$ cat config.mk
export PLATFORM = sky130hd
export DESIGN_NAME = acc_aux_converter_control
export DESIGN_NICKNAME = d
export VERILOG_FILES = /design/src/hw/acc_pkg.sv /design/src/hw/acc_aux_converter_control.sv
export SDC_FILE = /design/constraint.sdc
export NUM_CORES = 1
export LEC_CHECK = 0
export BUFFER_PORTS_ARGS = -buffer_cell sky130_fd_sc_hd__buf_2
export CELL_PAD_IN_SITES_DETAIL_PLACEMENT = 1
export CELL_PAD_IN_SITES_GLOBAL_PLACEMENT = 2
export CORE_MARGIN = 5
export CORE_UTILIZATION = 31
export DETAILED_ROUTE_END_ITERATION = 8
export PLACE_DENSITY_LB_ADDON = 0.08
export SYNTH_ARGS = -nofsm -noshare
export SYNTH_HDL_FRONTEND = slang
export SYNTH_SLANG_ARGS = --single-unit
$ cat constraint.sdc
create_clock -name pclk -period 2.4 [get_ports pclk]
set_input_delay 0.48 -clock pclk [delete_from_list [all_inputs] [get_ports pclk]]
set_output_delay 0.48 -clock pclk [all_outputs]
set_load 0.01 [all_outputs]
$ cat src/hw/acc_pkg.sv
// Purpose: Constants and carrier types for the auxiliary converter control block
// Assumes: APB with 32-bit data, one aligned word per register
// Notes:   Register offsets are byte addresses
package acc_pkg;
  // ----------------------------------------------------------------
  // Register map
  // ----------------------------------------------------------------
  localparam logic [7:0] ACC_OFS_CTRL_A   = 8'h00;
  localparam logic [7:0] ACC_OFS_CTRL_B   = 8'h04;
  localparam logic [7:0] ACC_OFS_BB_B     = 8'h08;
  localparam logic [7:0] ACC_OFS_FMAIN    = 8'h0c;
  localparam logic [7:0] ACC_OFS_FFINE    = 8'h10;
  localparam logic [7:0] ACC_OFS_STATUS   = 8'h14;

  localparam logic [9:0] ACC_RST_CTRL_A   = 10'h000;
  localparam logic [9:0] ACC_RST_CTRL_B   = 10'h000;
  localparam logic [3:0] ACC_RST_BB_B     = 4'h0;
  localparam logic [9:0] ACC_CTRL_A_WMASK = 10'h34f;
  localparam logic [9:0] ACC_CTRL_B_WMASK = 10'h007;

  // ----------------------------------------------------------------
  // Field positions
  // ----------------------------------------------------------------
  localparam int ACC_A_ADC_ON   = 0;
  localparam int ACC_A_RAMP_ON  = 1;
  localparam int ACC_A_GAIN_ON  = 2;
  localparam int ACC_A_FREQ_ON  = 3;
  localparam int ACC_A_FREQ_LP  = 6;
  localparam int ACC_A_START    = 7;
  localparam int ACC_A_CHAN_LO  = 8;
  localparam int ACC_A_CHAN_HI  = 9;
  localparam int ACC_B_RESET    = 0;
  localparam int ACC_B_STANDBY  = 1;
  localparam int ACC_B_JOINT    = 2;
  localparam int ACC_BB_BUF_EN  = 0;
  localparam int ACC_BB_LEVEL   = 1;
  localparam int ACC_BB_PIN_DIS = 2;
  localparam int ACC_BB_KEEP_ON = 3;

  // ----------------------------------------------------------------
  // Carriers
  // ----------------------------------------------------------------
  typedef struct packed {
    logic       adc_power_on;
    logic       ramp_power_on;
    logic       gain_power_on;
    logic       freq_power_on;
    logic       freq_low_power;
    logic [1:0] adc_chan;
    logic       adc_start;
    logic       converters_reset;
  } acc_conv_ctrl_t;

  typedef struct packed {
    logic ref_power_on;
    logic ref_standby;
    logic ref_level_high;
    logic ref_buffer_on;
    logic ref_pin_drive;
  } acc_ref_ctrl_t;

  typedef struct packed {
    logic [7:0] main_word;
    logic [9:0] fine_word;
    logic       load;
  } acc_freq_dac_t;
endpackage : acc_pkg

$ cat src/hw/acc_aux_converter_control.sv
// Purpose: Auxiliary converter and baseband reference control registers
// Assumes: Single 25 MHz clock pclk, async active-low reset presetn
// Notes:   Converter analog cores sit outside; this block drives their controls
`timescale 1ns/100ps
`default_nettype none

// Behaviour
// RULE1: Bit 0 powers auxiliary ADC
// RULE2: Bits 1-3 power ramp, gain, freq DACs
// RULE3: Bit 6 puts freq DAC low-power
// RULE4: Writing 1 to bit 7 starts conversion
// RULE5: Start bit is one-shot pulse
// RULE6: Bits 8-9 select ADC channel
// RULE7: Reset bit resets converters, clears data
// RULE8: Standby bit puts reference in standby
// RULE9: In standby only freq DAC drives
// RULE10: Joint bit updates main and fine on fine write
// RULE11: All control bits reset to zero
// RULE12: Software writes reserved bits as zero
// RULE13: All converters off powers reference down
// RULE14: Any converter on powers reference up
// RULE15: Keep-on bit holds reference powered
// RULE16: Level bit selects low or high output
// RULE17: Buffer-enable zero disables pin buffer
// RULE18: Pin-disable makes reference pin an input
module acc_aux_converter_control
  import acc_pkg::*;
(
  // Clock and reset
  input  wire logic           pclk,
  input  wire logic           presetn,
  // APB slave
  input  wire logic           psel,
  input  wire logic           penable,
  input  wire logic           pwrite,
  input  wire logic [7:0]     paddr,
  input  wire logic [31:0]    pwdata,
  input  wire logic [3:0]     pstrb,
  output logic [31:0]         prdata,
  output logic                pready,
  output logic                pslverr,
  // Baseband converter power state from the rest of the codec
  input  wire logic           bb_conv_powered,
  // Auxiliary ADC
  input  wire logic           aux_adc_busy,
  // Converter controls
  output acc_conv_ctrl_t      conv_ctrl,
  output logic                conv_outputs_enable,
  output logic                freq_out_enable,
  output acc_freq_dac_t       freq_dac,
  // Reference controls and pin
  output acc_ref_ctrl_t       ref_ctrl,
  output logic                buffered_ref_pin_oe
);

  // ----------------------------------------------------------------
  // Bus decode
  // ----------------------------------------------------------------
  logic       wr_en;
  logic       hit;
  logic       wr_a;
  logic       wr_b;
  logic       wr_bb;
  logic       wr_main;
  logic       wr_fine;
  logic       adc_busy_s1_r;
  logic       adc_busy_s2_r;
  logic       bb_pw_s1_r;
  logic       bb_pw_s2_r;

  assign hit = (paddr == ACC_OFS_CTRL_A) || (paddr == ACC_OFS_CTRL_B) ||
               (paddr == ACC_OFS_BB_B)   || (paddr == ACC_OFS_FMAIN)  ||
               (paddr == ACC_OFS_FFINE)  || (paddr == ACC_OFS_STATUS);
  // No wait states: every access phase completes at once
  assign pready  = 1'b1;
  // Unmapped addresses answer with an error and are ignored
  assign pslverr = psel && penable && !hit;
  assign wr_en   = psel && penable && pwrite && hit;
  assign wr_a    = wr_en && (paddr == ACC_OFS_CTRL_A);
  assign wr_b    = wr_en && (paddr == ACC_OFS_CTRL_B);
  assign wr_bb   = wr_en && (paddr == ACC_OFS_BB_B);
  assign wr_main = wr_en && (paddr == ACC_OFS_FMAIN);
  assign wr_fine = wr_en && (paddr == ACC_OFS_FFINE);

  // ----------------------------------------------------------------
  // Input synchronisers
  // ----------------------------------------------------------------
  // Two-stage synchroniser for the converter busy level
  always_ff @(posedge pclk or negedge presetn) begin
    if (!presetn) begin
      adc_busy_s1_r <= 1'b0;
      adc_busy_s2_r <= 1'b0;
    end else begin
      adc_busy_s1_r <= aux_adc_busy;
      adc_busy_s2_r <= adc_busy_s1_r;
    end
  end

  // Two-stage synchroniser for the baseband power level
  always_ff @(posedge pclk or negedge presetn) begin
    if (!presetn) begin
      bb_pw_s1_r <= 1'b0;
      bb_pw_s2_r <= 1'b0;
    end else begin
      bb_pw_s1_r <= bb_conv_powered;
      bb_pw_s2_r <= bb_pw_s1_r;
    end
  end

  // ----------------------------------------------------------------
  // Control registers
  // ----------------------------------------------------------------
  logic [9:0] ctrl_a_r;
  logic [9:0] ctrl_b_r;
  logic [3:0] bb_b_r;
  logic       start_r;

  // RULE11: zero after reset
  // RULE12: reserved bits held at zero
  always_ff @(posedge pclk or negedge presetn) begin
    if (!presetn) begin
      ctrl_a_r <= ACC_RST_CTRL_A;
    end else if (wr_a && pstrb[0] && pstrb[1]) begin
      ctrl_a_r <= pwdata[9:0] & ACC_CTRL_A_WMASK;
    end
  end

  // Converter reset, reference standby and joint update
  always_ff @(posedge pclk or negedge presetn) begin
    if (!presetn) begin
      ctrl_b_r <= ACC_RST_CTRL_B;
    end else if (wr_b && pstrb[0]) begin
      ctrl_b_r <= pwdata[9:0] & ACC_CTRL_B_WMASK;
    end
  end

  // Reference buffer, level, pin and keep-on bits
  always_ff @(posedge pclk or negedge presetn) begin
    if (!presetn) begin
      bb_b_r <= ACC_RST_BB_B;
    end else if (wr_bb && pstrb[0]) begin
      bb_b_r <= pwdata[3:0];
    end
  end

  // RULE4: start on written one
  // RULE5: single-cycle pulse, never stored
  always_ff @(posedge pclk or negedge presetn) begin
    if (!presetn) begin
      start_r <= 1'b0;
    end else begin
      start_r <= wr_a && pstrb[0] && pwdata[ACC_A_START] && !ctrl_b_r[ACC_B_RESET];
    end
  end

  // ----------------------------------------------------------------
  // Frequency DAC data
  // ----------------------------------------------------------------
  logic [7:0] main_r;
  logic [9:0] fine_r;
  logic [7:0] main_out_r;
  logic [9:0] fine_out_r;
  logic       load_r;
  logic       joint;
  logic       conv_reset;
  logic       main_we;
  logic       fine_we;

  assign joint      = ctrl_b_r[ACC_B_JOINT];
  assign conv_reset = ctrl_b_r[ACC_B_RESET];
  assign main_we    = wr_main && pstrb[0];
  assign fine_we    = wr_fine && pstrb[0] && pstrb[1];

  // Words as written, read back over the bus
  always_ff @(posedge pclk or negedge presetn) begin
    if (!presetn) begin
      main_r <= 8'h00;
      fine_r <= 10'h000;
    end else if (conv_reset) begin
      main_r <= 8'h00;
      fine_r <= 10'h000;
    end else begin
      if (main_we) begin
        main_r <= pwdata[7:0];
      end
      if (fine_we) begin
        fine_r <= pwdata[9:0];
      end
    end
  end

  // Words presented to the converter
  // Joint mode defers the main word until the fine word arrives
  always_ff @(posedge pclk or negedge presetn) begin
    if (!presetn) begin
      main_out_r <= 8'h00;
      fine_out_r <= 10'h000;
    end else if (conv_reset) begin
      // RULE7: converter data cleared
      main_out_r <= 8'h00;
      fine_out_r <= 10'h000;
    end else if (fine_we) begin
      fine_out_r <= pwdata[9:0];
      // RULE10: main follows fine write
      if (joint) begin
        main_out_r <= main_r;
      end
    end else if (main_we && !joint) begin
      main_out_r <= pwdata[7:0];
    end
  end

  // One-cycle update strobe after a fine write, or a main write outside joint mode
  always_ff @(posedge pclk or negedge presetn) begin
    if (!presetn) begin
      load_r <= 1'b0;
    end else begin
      load_r <= !conv_reset && (fine_we || (main_we && !joint));
    end
  end

  // ----------------------------------------------------------------
  // Converter outputs
  // ----------------------------------------------------------------
  logic any_conv_on;
  logic standby;

  assign standby = ctrl_b_r[ACC_B_STANDBY];

  always_comb begin
    // RULE1: ADC power
    conv_ctrl.adc_power_on     = ctrl_a_r[ACC_A_ADC_ON];
    // RULE2: DAC power
    conv_ctrl.ramp_power_on    = ctrl_a_r[ACC_A_RAMP_ON];
    conv_ctrl.gain_power_on    = ctrl_a_r[ACC_A_GAIN_ON];
    conv_ctrl.freq_power_on    = ctrl_a_r[ACC_A_FREQ_ON];
    // RULE3: clockless hold mode
    conv_ctrl.freq_low_power   = ctrl_a_r[ACC_A_FREQ_LP];
    // RULE6: channel select
    conv_ctrl.adc_chan         = {ctrl_a_r[ACC_A_CHAN_HI], ctrl_a_r[ACC_A_CHAN_LO]};
    conv_ctrl.adc_start        = start_r;
    // RULE7: converter reset
    conv_ctrl.converters_reset = ctrl_b_r[ACC_B_RESET];
  end

  // RULE9: standby gates all but freq DAC
  assign conv_outputs_enable = !standby;
  assign freq_out_enable     = ctrl_a_r[ACC_A_FREQ_ON];

  assign freq_dac.main_word = main_out_r;
  assign freq_dac.fine_word = fine_out_r;
  assign freq_dac.load      = load_r;

  // ----------------------------------------------------------------
  // Reference control
  // ----------------------------------------------------------------
  // Converter power requests from both sections
  // RULE13: all off, reference off
  // RULE14: any on, reference on
  assign any_conv_on = bb_pw_s2_r | ctrl_a_r[ACC_A_ADC_ON] | ctrl_a_r[ACC_A_RAMP_ON] |
                       ctrl_a_r[ACC_A_GAIN_ON] | ctrl_a_r[ACC_A_FREQ_ON];

  always_comb begin
    // RULE15: keep-on overrides
    ref_ctrl.ref_power_on   = any_conv_on | bb_b_r[ACC_BB_KEEP_ON];
    // RULE8: standby state
    ref_ctrl.ref_standby    = standby;
    // RULE16: output level
    ref_ctrl.ref_level_high = bb_b_r[ACC_BB_LEVEL];
    // RULE17: buffer enable
    ref_ctrl.ref_buffer_on  = bb_b_r[ACC_BB_BUF_EN] & !bb_b_r[ACC_BB_PIN_DIS];
    // RULE18: pin becomes input
    ref_ctrl.ref_pin_drive  = bb_b_r[ACC_BB_BUF_EN] & !bb_b_r[ACC_BB_PIN_DIS];
  end

  assign buffered_ref_pin_oe = ref_ctrl.ref_pin_drive;

  // ----------------------------------------------------------------
  // Read data
  // ----------------------------------------------------------------
  logic [2:0] status_w;

  // Status: ADC busy, reference standby, reference powered
  assign status_w = {adc_busy_s2_r, standby, ref_ctrl.ref_power_on};

  always_ff @(posedge pclk or negedge presetn) begin
    if (!presetn) begin
      prdata <= 32'h0000_0000;
    end else if (psel && !penable && !pwrite) begin
      case (paddr)
        ACC_OFS_CTRL_A: prdata <= {22'h000000, ctrl_a_r};
        ACC_OFS_CTRL_B: prdata <= {22'h000000, ctrl_b_r};
        ACC_OFS_BB_B:   prdata <= {28'h0000000, bb_b_r};
        ACC_OFS_FMAIN:  prdata <= {24'h000000, main_r};
        ACC_OFS_FFINE:  prdata <= {22'h000000, fine_r};
        ACC_OFS_STATUS: prdata <= {29'h0, status_w};
        default:        prdata <= 32'h0000_0000;
      endcase
    end
  end

endmodule : acc_aux_converter_control
`default_nettype wire

==> out/metrics.csv, run 1 <==
metric,value,unit
status,"complete, no violations",
skew,0.007790,ns
rsz0062_at_grt,no,
grt_max_degree,41,
instances_no_fill,439,
ys.flop_type,dfrtp_1,
cts.hold.buffers_added,0,
crit_top_cell,buf_2,
nets,378,
die_h,106.0,um
yosysUniqueCellTypes,49,
drive_gt1_share,37.50,%
relSlewSlack,35.87,%
start_util,31.39,%
clkSinkCount,56,
clock_latency,0.31,ns
critical_path_arrival,1.58,ns
drt-initial-drc-count,37,
ir_worst_vdd,0.1958,mV
grt_first_pass_wirelength,13.11,mm
syn_to_final_growth,18.12,%
grt-ovfl-total,0,
final_cell_mix,"buf_2, dfrtp_1, mux2i_1, nor2_1, conb_1",
rows,35,
dp_hpwl,6.000,mm
cts_tree,yes,
async_flop_share,100.0,%
synth-seq-area-share,49.02,%
layout_commonest_cell,buf_2,
grt_pass1_vias,2373,
hold_class,in -> async,
synth_area_leader_cell,dfrtp_1,
hold_viol,0,
routedWlPerCell,18.05,um
drc_errors,0,
tightest_slew,0.9619,ns
syn_inst,250,
endpoint_kind,output port,
worst_setup_path_start_kind,input port,
routabilityCongestion,0.7289,
ioPinCount,121,
fin_setup_tns,0,ns
synth-edff-count,0,
pwr_density_cell,473.2,nW/um^2
slowest_stage,or3_1,
yosys.area.top_type_share,49.02,%
netlist_area,2859,um^2
finalCritPeriodShare,85.78,%
cts_setup_buffers,0,
layout_min_cycle_time,2.059,ns
setup_violations,0,
antenna_found_initial,0,
max_freq,0.4857,GHz
port_buffers,73,
die_w,106.0,um
vias,2080,
die-area,11240,um^2
cts_resized,0,
track_usage,15.01,%
yosysWarnings,0,
antenna_left,0,
synth.area.top_cells,"dfrtp_1, mux2i_1, buf_4",
drt-total-wl,7.925,mm
finalPower,0.001598,W
synth.ff_latch_count,56,
numCtsBuffers,5,
htreeDepth,2,
cts-root-buf,clkbuf_8,
finalMaxSlewViolations,0,
cp_max_fo,4,
slowest_delay,0.46,ns
timing.hold.ws,0.09789,ns
drt-pass1-iter-count,4,
drt-vias-per-instance,4.738,
coreArea,9109,um^2
cp_cell_sequence,"buf_2, or3_1, buf_4, o211a_1, buf_2",
cts.reportedPaths.clkPinSlew,0.10,ns
diodes,0,
clockBufferDepth,2,
synth_area_per_cell,11.44,um^2
critPathRequiredTime,1.92,ns
numPlacedInstances,431,
leakage,1.718,nW
fillers,1054,
drv_cap,0,
critPathKind,in -> out,
## report_power, final
part | switching (W) | leakage (nW) | internal (W)
sequential | 0.00000106 | 0.773 | 0.000947
combinational | 0.0000813 | 0.899 | 0.0000364
clock | 0.000323 | 0.0456 | 0.000209
## routing by layer
| layer | up-vias | share of wire (%) | GRT usage (%) |
|---|---|---|---|
| met4 | 0 | 1.0 | 3.330 |
| li1 | 982 | - | - |
| met3 | 5 | 4.1 | 2.854 |
| met5 | - | 0 | 0 |
| met2 | 58 | 47 | 24.09 |
| met1 | 1035 | 48 | 21.06 |
## sequential cells by signal, summed over array words and instances, names as in the netlist, 3 cells and up
signal,count
ctrl_b_r,3
fine_r,10
ctrl_a_r,7
prdata,10
main_out_r,8
bb_b_r,4
main_r,8
## synthesized netlist by cell type, drive strengths merged, types with 2 or more instances
master    n
a22oi     7
mux2     14
nand3     2
nor2     23
a221oi    3
nor3      4
dfrtp    56
nor4      4
nand2    13
buf      36
and3      3
inv       3
o21ai    10
mux2i    29
a21oi     4
or3       2
nand4     2
a22o      3
clkbuf    5
conb      2
o2bb2ai   8
## worst max-delay path: cells and delay by family
family / cells / cell delay (ns)
AOI/OAI and AO/OA: 1 / 0.21
buffers and inverters: 3 / 0.42
and+or+nand+nor: 1 / 0.46
## worst paths after layout
check                              from            end  cells past startpoint  slack [ns]
max                            paddr[5]        pslverr                      5        0.34
min                             presetn      prdata[1]                      1         0.1
max reg2reg                 ctrl_b_r[2]  main_out_r[6]                      4        0.61
min reg2reg                  bb_pw_s1_r     bb_pw_s2_r                      0        0.36
max in group asynchronous       presetn      bb_b_r[2]                      2        1.73
min in group pclk          aux_adc_busy  adc_busy_s1_r                      1        0.27
## cell type report
type                       count  area, um^2  share of cell area, %
clock inverter                 2       13.76                 0.4076
sequential                    56        1401                  41.50
timing repair buffer          91       538.0                  15.93
inverter                       3       11.26                 0.3335
clock buffer                   6       72.57                  2.149
tap                          111       138.9                  4.113
multi-input combinational    170        1201                  35.57
## metrics by stage
stage / area (um^2) / setup slack, ns / utilization [%]
floorplan: 2938 / 0.1883 / -
global placement: 3291 / 0.06151 / 36.13
detailed placement: 3291 / 0.07042 / 36.13
CTS: 3377 / 0.3297 / 37.07
global route: 3377 / 0.2814 / 37.07
finish: 3377 / 0.3412 / 37.07
## cells by family (layout without fill, tap and decap cells)
| logic type | count (synthesis) | in the layout | share of synthesized area [%] |
|---|---|---|---|
| AO/OA/AOI/OAI | 41 | 41 | 10.33 |
| other | 2 | 23 | 0.2627 |
| buffers and inverters | 45 | 102 | 11.73 |
| AND/OR/NAND/NOR | 63 | 63 | 13.00 |
| flip-flops | 56 | 56 | 49.02 |
| multiplexers | 43 | 43 | 15.67 |
(Power assumes the default switching activity.)
==> run 2, diff against run 1 <==
Settings changed: PLACE_DENSITY_LB_ADDON 0.08 to 0.3.
==> run 2 against run 1 <==
  * Worst setup slack better by 0.027 ns
  * Die area unchanged
  * Sequential share of layout area about the same
  * Flip-flop and latch count stayed put
  * Largest cell class unchanged
  * Register-to-register slack better by 0.13 ns
  * Total power grew 0.93%
  * Non-clock buffer count is 1 lower
  * Clock skew rose by 0.0015 ns
  * Count of clock-buffer cells in the layout did not move
==> out/metrics.csv, run 2 (synthesis gave the netlist of run 1 again) <==
metric,value,unit
status,"complete, no violations",
antenna_found_initial,0,
slowest_stage,or3_1,
skew,0.009267,ns
clockBufferDepth,2,
die-area,11240,um^2
nets,377,
layout_min_cycle_time,2.032,ns
final_cell_mix,"buf_2, dfrtp_1, mux2i_1, nor2_1, conb_1",
setup_violations,0,
vias,2057,
fin_setup_tns,0,ns
drt-initial-drc-count,56,
drt-total-wl,7.477,mm
drv_cap,0,
rsz0062_at_grt,no,
numCtsBuffers,5,
fin_area,3379,um^2
htreeDepth,2,
finalMaxSlewViolations,0,
drc_errors,0,
tightest_slew,0.7768,ns
leakage,1.716,nW
endpoint_kind,output port,
grt_max_degree,26,
die_h,106.0,um
cp_cell_sequence,"buf_2, or3_1, buf_4, o211a_1, buf_2",
track_usage,13.70,%
ir_worst_vdd,0.2466,mV
critical_path_arrival,1.55,ns
critPathKind,in -> out,
fillers,1071,
post-route-util,37.10,%
ioPinCount,121,
worst_setup_path_start_kind,input port,
routedWlPerCell,17.07,um
diodes,0,
cp_max_fo,3,
start_util,31.39,%
grt_first_pass_wirelength,12.13,mm
coreArea,9109,um^2
routabilityCongestion,0.7444,
critPathRequiredTime,1.92,ns
finalCritPeriodShare,84.65,%
relSlewSlack,48.21,%
grt-ovfl-total,0,
crit_top_cell,buf_2,
cts.hold.buffers_added,0,
cts-root-buf,clkbuf_8,
port_buffers,73,
hold_viol,0,
reg.largest.list,"fine_r: 10 flops, prdata: 10 flops",
cts.reportedPaths.clkPinSlew,0.11,ns
dp_hpwl,5.673,mm
drive_gt1_share,37.61,%
antenna_left,0,
timing.hold.ws,0.1060,ns
clkSinkCount,56,
layout_commonest_cell,buf_2,
cts_tree,yes,
syn_to_final_growth,18.21,%
clock_latency,0.31,ns
grt_pass1_vias,2208,
drt-vias-per-instance,4.696,
die_w,106.0,um
cts_resized,0,
max_freq,0.4922,GHz
dpl_cell_area,3283,um^2
finalPower,0.001613,W
rows,35,
hold_class,in -> async,
slowest_delay,0.44,ns
drt-pass1-iter-count,4,
cts_setup_buffers,0,
pwr_density_cell,477.2,nW/um^2
run 2: worst paths after layout:
check / start / to / slack (ns) / depth (start not counted)
worst max-delay path: paddr[5] / pslverr / 0.37 / 5
worst min-delay path: presetn / adc_busy_s1_r / 0.11 / 1
worst max register to register: ctrl_b_r[2] / main_out_r[5] / 0.74 / 4
worst min register to register: adc_busy_s1_r / adc_busy_s2_r / 0.36 / 0
max in group asynchronous: presetn / main_r[6] / 1.58 / 2
min in group pclk: aux_adc_busy / adc_busy_s1_r / 0.26 / 1
run 2: per-stage QoR:
step | worst slack, ns | cells
2_1_floorplan | 0.1883 | 271
3_3_place_gp | 0.06355 | 430
3_5_place_dp | 0.06970 | 430
4_1_cts | 0.3640 | 438
5_1_grt | 0.2976 | 438
6_report | 0.3684 | 438
run 2: critical path: cells and delay by family:
| kind | cells | cell delay [ns] |
|---|---|---|
| compound gates | 1 | 0.21 |
| simple gates | 1 | 0.44 |
| buf+inv | 3 | 0.41 |
run 2: cell type report:
class | instances | area, um^2 | area share (%)
sequential | 56 | 1401 | 41.47
tap | 111 | 138.9 | 4.110
multi-input combinational | 170 | 1201 | 35.54
clock buffer | 6 | 82.58 | 2.444
clock inverter | 2 | 13.76 | 0.4073
timing repair buffer | 90 | 530.5 | 15.70
inverter | 3 | 11.26 | 0.3332
run 2: routing by layer:
metal / part of all wire [%] / track usage, % / vias up / wire length (um)
li1: - / - / 994 / -
met1: 47 / 18.76 / 1003 / 3490
met2: 46 / 21.90 / 56 / 3474
met3: 5.7 / 3.097 / 4 / 428
met4: 1.1 / 3.608 / 0 / 84
met5: 0 / 0 / - / 0
run 2: report_power, final:
part | switching [W] | internal, W | total [W] | leakage, nW
clock | 0.000313 | 0.000237 | 0.000550 | 0.0516
combinational | 0.0000796 | 0.0000352 | 0.000115 | 0.891
sequential | 0.00000118 | 0.000947 | 0.000948 | 0.773
==> run 3, diff against run 2 <==
Settings changed: ABC_AREA set to 1, CORE_UTILIZATION 31 to 26.
Clock period 2.4 ns to 2 ns, I/O delays scaled along.
==> run 3 against run 2 <==
  * Global-route usage is 0.53 points lower
  * Sequential power up 21%
  * Sequential share of layout area fell by 3.1 points
  * Highest routed layer unchanged
  * Critical endpoint is now ref_ctrl[4]
  * Via count rose by 28%
  * Register-to-register slack got worse by 0.33 ns
  * Critical path depth fell by 2
  * Clock power rose by 64%
  * Routed wire length increased by 23%
==> out/metrics.csv, run 3 <==
metric,value,unit
final_cell_mix,"nand2_1, buf_2, dfrtp_1, inv_1, o21ai_0",
fin_setup_tns,0,ns
drt-vias-per-instance,4.352,
fin_area,3649,um^2
critical-path-top-delay-family,simple AND/OR/NAND/NOR gates,
numCtsBuffers,5,
dpl_cell_area,3501,um^2
ys.flop_type,dfrtp_1,
layout_commonest_cell,nand2_1,
drv_cap,0,
syn_inst,386,
grt-ovfl-total,0,
layout_min_cycle_time,1.724,ns
ir_worst_vdd,0.2857,mV
slowest_stage,dfrtp_1,
die_h,118.1,um
die_w,118.1,um
critPathKind,reg -> out,
drt-total-wl,9.195,mm
critical_path_arrival,1.32,ns
synth_xor_area_share,0,%
grt_pass1_vias,2885,
endpoint_kind,output port,
finalMaxSlewViolations,0,
max_freq,0.5801,GHz
coreArea,11420,um^2
skew,0.006715,ns
synth.ff_latch_count,56,
yosysUniqueCellTypes,27,
synth_compound_area_share,10.16,%
netlist_area,3040,um^2
die-area,13960,um^2
pwr_density_cell,612.8,nW/um^2
drive_gt1_share,24.89,%
routedWlPerCell,15.20,um
setup_slack,0.2763,ns
antenna_left,0,
drt-pass1-iter-count,4,
synth_fa_ha_area_share,0,%
clock_latency,0.30,ns
synthSimpleGateAreaFrac,29.14,%
drt-initial-drc-count,81,
dp_hpwl,7.129,mm
muxShareOfSynthArea,0,%
worst_setup_path_start_kind,register,
pre_cts_ws,0.03204,ns
finalCritPeriodShare,86.19,%
yosysWarnings,0,
grt_max_degree,39,
ioPinCount,121,
regToRegStartpoint,ctrl_a_r[1],
rrSetupSlack,0.41,ns
port_buffers,73,
clockBufferDepth,2,
rows,39,
clkSinkCount,56,
rsz0062_at_grt,no,
async_flop_share,100.0,%
synth.area.top_cells,"dfrtp_1, nand2_1, buf_4",
cts.hold.buffers_added,0,
leakage,1.994,nW
synth_top_family_by_area,simple AND/OR/NAND/NOR gates,
diodes,0,
cp_max_fo,4,
slowest_delay,0.42,ns
path_buf_inv,1,
hold_viol,0,
grt_first_pass_wirelength,15.04,mm
ff2ff_path_depth,8,
reg.largest.list,"fine_r: 10 flops, prdata: 10 flops",
synthTopCellsByCount,"nand2_1, dfrtp_1, inv_1, o21ai_0, buf_4",
cts.reportedPaths.clkPinSlew,0.07,ns
synth-edff-count,0,
yosys.cell_count.top_type,nand2_1,
hold_class,in -> async,
yosys.area.top_type_share,46.09,%
critPathRequiredTime,1.60,ns
drc_errors,0,
nets,512,
cp_cell_sequence,"nor3_1, nand3_1, buf_2",
cts_tree,yes,
routabilityCongestion,0.7767,
track_usage,13.17,%
syn_to_final_growth,20.00,%
synth-seq-area-share,46.09,%
cts-root-buf,clkbuf_16,
status,"complete, no violations",
cts_setup_buffers,0,
synth_area_leader_cell,dfrtp_1,
synth_area_per_cell,7.877,um^2
setup_violations,0,
vias,2633,
cts_resized,0,
start_util,26.63,%
htreeDepth,2,
reg2reg_to,prdata[0],
antenna_found_initial,0,
[run 3: how the worst max path moves through the flow]
| stage | from | end | slack [ns] | cells after the start |
|---|---|---|---|---|
| final | ctrl_a_r[1] | ref_ctrl[4] | 0.28 | 3 |
| after global routing | paddr[7] | ctrl_a_r[8] | 0.14 | 9 |
| after global placement | paddr[7] | ctrl_a_r[8] | 0.09 | 9 |
| after detailed placement | paddr[7] | ctrl_a_r[8] | 0.03 | 9 |
| after floorplan | paddr[0] | main_out_r[0] | 0.40 | 12 |
| after CTS | ctrl_a_r[1] | ref_ctrl[4] | 0.29 | 3 |
[run 3: metrics by stage]
step	power, W	hold slack [ns]	utilization, %	instances
6_report	0.002236	0.04848	31.95	605
5_1_grt	0.002332	0.09125	31.95	605
4_1_cts	0.002274	0.06168	31.95	605
3_5_place_dp	0.001357	0.3364	30.66	597
3_3_place_gp	0.001355	0.3346	30.66	597
2_1_floorplan	0.001292	0.1044	-	407
[run 3: layout make-up]
cell class	count	area [um^2]
Timing Repair Buffer	85	467.9
Clock buffer	5	125.1
Multi-Input combinational cell	268	1281
Sequential cell	56	1401
Inverter	45	171.4
Tap cell	143	178.9
Clock inverter	3	22.52
Fill cell	1413	7770
[run 3: power by group]
group	leakage (nW)	total, W	internal [W]	switching (W)
Sequential	0.718	0.00115	0.00115	0.00000765
Clock	0.0742	0.000904	0.000470	0.000434
Combinational	1.20	0.000178	0.0000569	0.000121
[run 3: metal layers]
layer	share of wire [%]	track usage [%]	routed length [um]
met1	48	18.07	4405
met2	45	20.82	4136
met3	6.1	3.534	562
met4	0.98	3.011	90
met5	0	0	0
[run 3: cell families (layout without fill, tap and decap cells)]
logic type / Yosys count / after routing
compound gates: 57 / 57
buf+inv: 83 / 138
flops: 56 / 56
other cells: 2 / 23
simple gates: 188 / 188
